## src/pkg/crba_pkg.sv

```systemverilog
// Constants and carrier types for the coefficient RAM block addressing logic
// Contract
// - Each channel RAM holds 40 words in five blocks of eight consecutive words.
// - A command carries only a 3-bit block address; low three bits are internal.
// - All eight words of a block are accessed in turn, counting 111 down to 000.
// - Block 100 reaches receive gain words 39-36 and receive response words 35-32 together.
// - Block 010 words 23-21: generator one amplitude, frequency, generator zero amplitude.
// - Word 20 is generator zero frequency; words 19-16 are the transmit-side gain set.
// - Block 000 impedance words 0-7, 001 echo 8-15, 011 transmit response 30-24, gain 31.
`default_nettype none
package crba_pkg;
  localparam int unsigned WORD_COUNT = 40;
  localparam int unsigned BLOCK_COUNT = 5;
  localparam int unsigned BLOCK_WORDS = 8;
  localparam int unsigned BLOCK_AW = 3;
  localparam int unsigned WORD_AW = 6;
  localparam int unsigned DATA_W = 16;
  localparam int unsigned CHAN_W = 2;

  localparam logic [BLOCK_AW-1:0] BLK_IMPEDANCE = 3'h0;
  localparam logic [BLOCK_AW-1:0] BLK_ECHO = 3'h1;
  localparam logic [BLOCK_AW-1:0] BLK_TONE_TXSIDE = 3'h2;
  localparam logic [BLOCK_AW-1:0] BLK_TRANSMIT = 3'h3;
  localparam logic [BLOCK_AW-1:0] BLK_RECEIVE = 3'h4;
  localparam logic [BLOCK_AW-1:0] WORD_FIRST = 3'h7;
  localparam logic [BLOCK_AW-1:0] WORD_LAST = 3'h0;

  // Function of an addressed word
  typedef enum logic [3:0] {
    FN_IMPEDANCE_MATCH_FILTER_COEFFS,
    FN_ECHO_CANCEL_FILTER_COEFFS,
    FN_TRANSMIT_SIDE_GAIN_SET,
    FN_TONE0_FREQ,
    FN_TONE0_AMPL,
    FN_TONE1_FREQ,
    FN_TONE1_AMPL,
    FN_TRANSMIT_FREQ_RESPONSE_COEFFS,
    FN_TRANSMIT_GAIN_COEFFS,
    FN_RECEIVE_FREQ_RESPONSE_COEFFS,
    FN_RECEIVE_GAIN_COEFFS,
    FN_NONE
  } crba_func_type;

  // Command from the host control port decoder
  typedef struct packed {
    logic [CHAN_W-1:0] channel;
    logic [BLOCK_AW-1:0] block;
    logic write;
  } crba_cmd_type;

  // One word step of a block access
  typedef struct packed {
    logic valid;
    logic write;
    logic [CHAN_W-1:0] channel;
    logic [WORD_AW-1:0] wordAddr;
    logic [DATA_W-1:0] data;
    logic lastWord;
  } crba_word_type;
endpackage
`default_nettype wire

```

## src/rtl/crba_block_addressing.sv

```systemverilog
// Block addressing sequencer and per-channel coefficient store
`timescale 1ns/1ps
`default_nettype none
module crba_block_addressing (
  input wire logic clk,
  input wire logic reset_n,
  input wire logic clkEn,
  input wire logic cmdValid,
  input wire crba_pkg::crba_cmd_type cmd,
  input wire logic wrDataValid,
  input wire logic [crba_pkg::DATA_W-1:0] wrData,
  output logic cmdReady,
  output logic cmdError,
  output crba_pkg::crba_word_type wordOut,
  output crba_pkg::crba_func_type wordFunc
);
  localparam int unsigned NCH = 1 << crba_pkg::CHAN_W;
  localparam int unsigned MEM_AW = $clog2(NCH * crba_pkg::WORD_COUNT);

  typedef enum logic [1:0] {CRBA_IDLE, CRBA_STEP} crba_state_type;

  crba_state_type state_reg;
  logic [crba_pkg::BLOCK_AW-1:0] block_reg;
  logic [crba_pkg::BLOCK_AW-1:0] low_reg;
  logic [crba_pkg::CHAN_W-1:0] chan_reg;
  logic write_reg;
  logic [crba_pkg::DATA_W-1:0] mem [NCH * crba_pkg::WORD_COUNT];
  logic [crba_pkg::WORD_AW-1:0] curAddr;
  logic stepGo;

  // Word address is block bits above the internal low count
  function automatic logic [crba_pkg::WORD_AW-1:0] word_addr(
    input logic [crba_pkg::BLOCK_AW-1:0] blk, input logic [crba_pkg::BLOCK_AW-1:0] low);
    word_addr = {blk, low};
  endfunction

  function automatic crba_pkg::crba_func_type word_func(input logic [crba_pkg::WORD_AW-1:0] a);
    logic [crba_pkg::BLOCK_AW-1:0] blk;
    logic [crba_pkg::BLOCK_AW-1:0] low;
    blk = a[crba_pkg::WORD_AW-1:crba_pkg::BLOCK_AW];
    low = a[crba_pkg::BLOCK_AW-1:0];
    word_func = crba_pkg::FN_NONE;
    unique case (blk)
      crba_pkg::BLK_IMPEDANCE: word_func = crba_pkg::FN_IMPEDANCE_MATCH_FILTER_COEFFS;
      crba_pkg::BLK_ECHO: word_func = crba_pkg::FN_ECHO_CANCEL_FILTER_COEFFS;
      crba_pkg::BLK_TONE_TXSIDE: begin
        unique case (low)
          3'h7: word_func = crba_pkg::FN_TONE1_AMPL;
          3'h6: word_func = crba_pkg::FN_TONE1_FREQ;
          3'h5: word_func = crba_pkg::FN_TONE0_AMPL;
          3'h4: word_func = crba_pkg::FN_TONE0_FREQ;
          default: word_func = crba_pkg::FN_TRANSMIT_SIDE_GAIN_SET;
        endcase
      end
      crba_pkg::BLK_TRANSMIT: begin
        if (low == crba_pkg::WORD_FIRST) begin
          word_func = crba_pkg::FN_TRANSMIT_GAIN_COEFFS;
        end else begin
          word_func = crba_pkg::FN_TRANSMIT_FREQ_RESPONSE_COEFFS;
        end
      end
      crba_pkg::BLK_RECEIVE: begin
        // Both receive sets share one block, so one command loads both
        if (low[2]) begin
          word_func = crba_pkg::FN_RECEIVE_GAIN_COEFFS;
        end else begin
          word_func = crba_pkg::FN_RECEIVE_FREQ_RESPONSE_COEFFS;
        end
      end
      default: word_func = crba_pkg::FN_NONE;
    endcase
  endfunction

  // Flat store index: one run of forty words per channel, sized to the store
  function automatic logic [MEM_AW-1:0] mem_index(
    input logic [crba_pkg::CHAN_W-1:0] ch, input logic [crba_pkg::WORD_AW-1:0] a);
    mem_index = MEM_AW'(ch) * MEM_AW'(crba_pkg::WORD_COUNT) + MEM_AW'(a);
  endfunction

  function automatic logic block_ok(input logic [crba_pkg::BLOCK_AW-1:0] blk);
    block_ok = blk < crba_pkg::BLOCK_AW'(crba_pkg::BLOCK_COUNT);
  endfunction

  assign curAddr = word_addr(block_reg, low_reg);
  // A write step waits for its data word; reads advance every enabled cycle
  assign stepGo = (state_reg == CRBA_STEP) && (!write_reg || wrDataValid);

  always_ff @(posedge clk or negedge reset_n) begin
    if (!reset_n) begin
      state_reg <= CRBA_IDLE;
      block_reg <= crba_pkg::WORD_LAST;
      low_reg <= crba_pkg::WORD_FIRST;
      chan_reg <= '0;
      write_reg <= 1'b0;
    end else if (clkEn) begin
      unique case (state_reg)
        CRBA_IDLE: begin
          if (cmdValid && block_ok(cmd.block)) begin
            state_reg <= CRBA_STEP;
            block_reg <= cmd.block;
            low_reg <= crba_pkg::WORD_FIRST;
            chan_reg <= cmd.channel;
            write_reg <= cmd.write;
          end
        end
        CRBA_STEP: begin
          if (stepGo) begin
            if (low_reg == crba_pkg::WORD_LAST) begin
              state_reg <= CRBA_IDLE;
            end else begin
              low_reg <= low_reg - 3'h1;
            end
          end
        end
      endcase
    end
  end

  // Advisory only: a command raised while busy is dropped, not queued
  always_ff @(posedge clk or negedge reset_n) begin
    if (!reset_n) begin
      cmdReady <= 1'b0;
      cmdError <= 1'b0;
    end else if (clkEn) begin
      cmdReady <= (state_reg == CRBA_IDLE) && !cmdValid;
      cmdError <= (state_reg == CRBA_IDLE) && cmdValid && !block_ok(cmd.block);
    end
  end

  // Storage has no reset; contents are undefined until software loads them
  always_ff @(posedge clk) begin
    if (clkEn && stepGo && write_reg) begin
      mem[mem_index(chan_reg, curAddr)] <= wrData;
    end
  end

  always_ff @(posedge clk or negedge reset_n) begin
    if (!reset_n) begin
      wordOut <= '0;
      wordFunc <= crba_pkg::FN_NONE;
    end else if (clkEn) begin
      wordOut.valid <= stepGo;
      wordOut.write <= write_reg;
      wordOut.channel <= chan_reg;
      wordOut.wordAddr <= curAddr;
      wordOut.data <= write_reg ? wrData : mem[mem_index(chan_reg, curAddr)];
      wordOut.lastWord <= stepGo && (low_reg == crba_pkg::WORD_LAST);
      wordFunc <= stepGo ? word_func(curAddr) : crba_pkg::FN_NONE;
    end
  end

  // Helper for a_eight_words: words issued so far in the running access
  logic [crba_pkg::BLOCK_AW:0] wordsSeen_reg;
  always_ff @(posedge clk or negedge reset_n) begin
    if (!reset_n) begin
      wordsSeen_reg <= '0;
    end else if (clkEn && stepGo) begin
      wordsSeen_reg <= (low_reg == crba_pkg::WORD_LAST) ? '0 : wordsSeen_reg + 1'b1;
    end
  end
endmodule // crba_block_addressing
`default_nettype wire

```

## config.mk

```make
export PLATFORM = sky130hd
export DESIGN_NAME = crba_block_addressing
export DESIGN_NICKNAME = d
export VERILOG_FILES = /design/src/pkg/crba_pkg.sv /design/src/rtl/crba_block_addressing.sv
export SDC_FILE = /design/constraint.sdc
export NUM_CORES = 2
export LEC_CHECK = 0
export ABC_AREA = 1
export BUFFER_PORTS_ARGS = -buffer_cell sky130_fd_sc_hd__buf_2
export CORE_MARGIN = 4
export CORE_UTILIZATION = 50
export CTS_CLUSTER_SIZE = 20
export DETAILED_ROUTE_END_ITERATION = 16
export GPL_TIMING_DRIVEN = 1
export PLACE_DENSITY_LB_ADDON = 0.1
export SYNTH_ARGS = -nofsm -noshare
export SYNTH_HDL_FRONTEND = slang
export SYNTH_SLANG_ARGS = --single-unit
```

## constraint.sdc

```tcl
create_clock -name clk -period 3.7 [get_ports clk]
set_input_delay 0.185 -clock clk [delete_from_list [all_inputs] [get_ports clk]]
set_output_delay 0.185 -clock clk [all_outputs]
set_load 0.05 [all_outputs]
```

Word level (Yosys, flattened, before mapping):

Memories as Yosys holds them, arrays and structs flattened.
Index checks and enable logic that the tools add are counted.

* add/sub/neg operators: 2
* $mul: 1
* order comparisons: 1
* equality and inequality tests: 13
* muxes and demuxes: 16
* reduce and logical (&&, ||, !) cells: 18

Operators by type and width (count)
* $pmux 4 s5: 1
* $mux 16: 1
* $eq 3x3->1 const B: 5
* $pmux 3 s4: 1
* $mux 3: 3
* $add 8x6->8: 1
* $logic_and 1x1->1: 8
* $mux 2: 4
* $mux 4: 2
* $reduce_and 4->1: 2
* $eq 3x2->1 const B: 2
* $logic_not 3->1: 2
* $ne 2x2->1 const B: 3
* $pmux 3 s2: 1
* $mul 2x3->5 const B: 1
* $pmux 2 s2: 1
* $eq 3x1->1 const B: 1
* $logic_not 1->1: 3
* $lt 3x3->1 const B: 1
* $reduce_and 3->1: 1
* $sub 3x1->3 const B: 1
* $eq 2x1->1 const B: 1
* $logic_not 2->1: 1
* $mux 1: 2
* 2 further kinds: 2

* register bits: 44
* memory bits (writable): 2560
* bits of input ports: 27
* output and inout port bits: 33
* word-level logic and storage cells: 66
* memories kept: 1

Memories
* mem: depth 160, width 16, rd ports 1, clocked after memory_dff 0, write ports 1, RTL line crba_block_addressing.sv:27 `logic [crba_pkg::DATA_W-1:0] mem [NCH * crba_pkg::WORD_COUNT];`

Depth between registers and ports, before layout:

* depth in word-level cells: 7
* depth in mapped cells: 20
* gate-level depth less buffers: 15

Worst setup path before layout:

OpenSTA, ideal clock, no wires.

* kind: reg2reg
* start: register block_reg[0] (netlist bit)
* end: memory mem[54][0] (netlist bit), enable pin
* library setup time: 0.388 ns
* arrival time: 3.016 ns
* required time: 3.312 ns
* slack: 0.296 ns
* cell stages (with the launch flop): 10
* path buffers: 1
* clock period less this slack: 3.404 ns
* path through: dfrtp_1 > ha_1 > fa_1 > inv_1 > nor2_1 > clkinv_1 > nor2_1 > inv_1 > clkbuf_1 > nor2_1

* word-level cells in the longest chain between the ends: 1

Ends and longest elaborated chain
* start, declared: RTL line crba_block_addressing.sv:23 `logic [crba_pkg::BLOCK_AW-1:0] block_reg;`
* start signal, assigned: RTL line crba_block_addressing.sv:91 `block_reg <= crba_pkg::WORD_LAST;`
* start signal, assigned: RTL line crba_block_addressing.sv:100 `block_reg <= cmd.block;`
* $add 8x6->8: RTL line crba_block_addressing.sv:77 `mem_index = MEM_AW'(ch) * MEM_AW'(crba_pkg::WORD_COUNT) + MEM_AW'(a);`
* end, declared: RTL line crba_block_addressing.sv:27

No other way between the ends.

Worst setup path after layout:

* start: register block_reg[0] (netlist bit)
* end: memory mem[30][6] (netlist bit), enable pin

The elaborated chain is that of the path after synthesis.

==> impl_metrics.yaml <==
cts:
  clock-sinks: 2603
  h-tree-depth: 5
  clock_tree.buffer_depth: 4
  cts-root-buf: "clkbuf_16"
  numCtsBuffers: 294
  clock_tree_from_tritoncts: "built"
  cts_post_setup_buffers_inserted: 0
  clk_transition_reported_paths_ps: 60
  clk_latency_ps: 920
placed_design:
  place.port_buffers: 59
  gpl.final_weighted_congestion: 0.947
  place.detailed.hpwl_um: 197000
  placement.setup.worst_slack_ps: 70.5
setup_path:
  endpoint_kind: "register"
  required_time_of_the_worst_setup_path_ps: 4290
  worst-endpoint-arrival_ps: 4120
  timing.critical_path.from_type: "register"
  critical_path_class: "reg -> reg"
  path_max_fanout: 16
route:
  wl_final_um: 325000
  post_drt_via_cell_ratio: 5.48
  avgRoutedWirePerCell_um: 24.2
  drt_iter0_drc: 8514
  detailed_route_drc_error_count: 0
  drt_pre_antenna_iters: 6
  dr_total_vias: 73717
  route.antenna.remaining_nets: 0
synth:
  yosysTopAreaCellShare_pct: 70.8
  synthArstFlopShare_pct: 1.65
  synth-edff-count: 2560
  post_synth_inst_count: 10084
  ys_top_cells_by_count: "3,240 x nand2_1, 2,560 x edfxtp_1, 1,576 x nor2_1"
  avgSynthCellArea_um2: 10.8
  synth.lib_cells_used.distinct: 32
  primary_ff_master_synth: "edfxtp_1"
  synth_largest_area_cell: "edfxtp_1"
  synth_most_common_cell: "nand2_1"
  synth_nets: 10120
  synth.cell_area_um2: 109000
  ys.warnings.count: 0
  synthTopCellsByArea: "edfxtp_1 71%, nand2_1 11%, nor2_1 5.4%"
  postSynthRegisterBits: 2603
  register_area_share_after_synthesis_pct: 71.8
die:
  std_cell_rows: 170
  die_h_um: 474
  core_region_area_um2: 215000
  die_area_um2: 225000
  initial_core_util_pct: 50.4
  chipWidth_um: 474
  floorplan.io_pins: 60
timing:
  timing.final.crit_share_pct: 95.5
  timing_max_transition_violations_final: 0
  max_clock_freq_ghz: 0.283
  finalSetupTns_ps: 0
  report.final.hold_viol_count: 0
  finalWorstPathRequiredPeriod_ps: 3530
  post-route-worst-setup-slack_ps: 166
  grt_setup_unrepaired: "false"
  setup_viol_count_final: 0
  worst-slew-pin-transition_ps: 1080
  fin_worst_skew_ps: 43.4
  slew-limit-headroom_pct: 27.9
layout:
  synthToLayoutAreaGrowth_pct: 14.2
  top_regs: "mem (2560), wordOut (27), wordFunc (4)"
  nFillCells: 18139
  design.final.nets: 10439
  largest_register_ffs: 2560
  layout-drive-gt1-share_pct: 8.62
  largest-register: "mem"
grt:
  first_global_vias: 69824
  grt_usage_pct: 28.8
  grt_start_max_net_pins: 127
  grt_first_pass_wirelength_um: 476000
  grt_remaining_overflow: 0
  antenna_found_initial: 8
outcome:
  run_status: "completed"
power_and_ir_drop:
  total_leakage_power_nw: 48.2
  powerDensity_nw_per_um2: 797
  power.ir.vdd_worst_uv: 672
  fin_total_pwr_mw: 98.8
flow_run:
  drv_cap: 0
worst_hold_path:
  holdCritPathClass: "in -> reg"
## timing repair
action / 4_1_cts / 5_1_grt
resized for setup: 0 / 1
hold buffers: 32 / 0
endpoints found under the setup margin: 0 / 61
hold endpoints to repair: 1153 / 0
## per-stage QoR
stage / instances / hold WS, ps / instance area, µm² / utilization, %
after floorplan: 10084 / -111 / 109000 / -
after global placement: 12913 / 107 / 115000 / 53.5
after detailed placement: 12913 / 112 / 115000 / 53.5
after CTS: 13441 / 1.55 / 124000 / 57.6
after global routing: 13442 / 26.5 / 124000 / 57.6
final: 13447 / 62.1 / 124000 / 57.6
## worst max-delay path: stages, from the launching register on
cell	delay [ps]
dfrtp_1	430
ha_1	260
fa_1	410
xnor2_1	270
buf_4	200
nand2_1	220
nor2_2	400
inv_1	330
buf_4	260
nor2_1	100
buf_4	290
## layout make-up
| class | instances | area, µm² | area share (%) |
|---|---|---|---|
| inverter | 721 | 2740 | 2.21 |
| clock buffer | 371 | 7800 | 6.29 |
| antenna | 6 | 15.0 | 0.0121 |
| sequential | 2603 | 78000 | 62.9 |
| timing repair buffer | 554 | 5770 | 4.65 |
| multi-input combinational | 6229 | 25400 | 20.5 |
| tap | 2838 | 3550 | 2.86 |
| clock inverter | 125 | 811 | 0.654 |
## final timing paths
check                              end    startpoint  slack [ps]  cells past startpoint
min                        chan_reg[0]        cmd[4]          60                      3
max reg2reg                 mem[30][6]  block_reg[0]         170                     10
max                         mem[30][6]  block_reg[0]         170                     10
max in group asynchronous  wordOut[18]       reset_n        2270                      4
min reg2reg                wordFunc[2]   wordFunc[2]         480                      2
min in group asynchronous     cmdError       reset_n         440                      4
## cell families after synthesis
| kind of cell | after synthesis | share of synthesized area (%) |
|---|---|---|
| adder cells (fa/ha/maj) | 9 | 0.111 |
| XOR/XNOR | 1 | 0.00807 |
| flip-flops | 2603 | 71.8 |
| multiplexers | 1 | 0.0104 |
| AO/OA/AOI/OAI | 943 | 4.41 |
| AND/OR/NAND/NOR | 5275 | 18.8 |
| buffers and inverters | 1252 | 4.90 |
## layer usage
metal | up-vias | track usage (%) | part of all wire [%]
li1 | 34069 | - | -
met1 | 36097 | 41.4 | 42
met2 | 2973 | 44.4 | 46
met3 | 576 | 4.50 | 8.1
met4 | 2 | 10.9 | 4.2
met5 | - | 0 | 0.0040
## report_power, final
group / switching (mW) / internal (mW)
sequential: 0.380 / 32.9
clock: 11.3 / 15.5
combinational: 28.8 / 9.96
total: 40.5 / 58.3
## placed cells by master (no fill, tap or decap), types with 43 or more instances in the layout
master	Yosys	routed
inv_1	714	712
nor2_1	1576	1559
edfxtp_1	2560	2560
o21ai_0	691	691
clkbuf_16	0	301
a21oi_1	50	50
o21ai_1	158	158
buf_4	44	337
nand2_1	3240	3240
nand3_1	448	448
buf_2	211	43
clkbuf_1	201	69
buf_12	0	126
clkinv_1	3	69
Power figures use the tool's default switching activity.
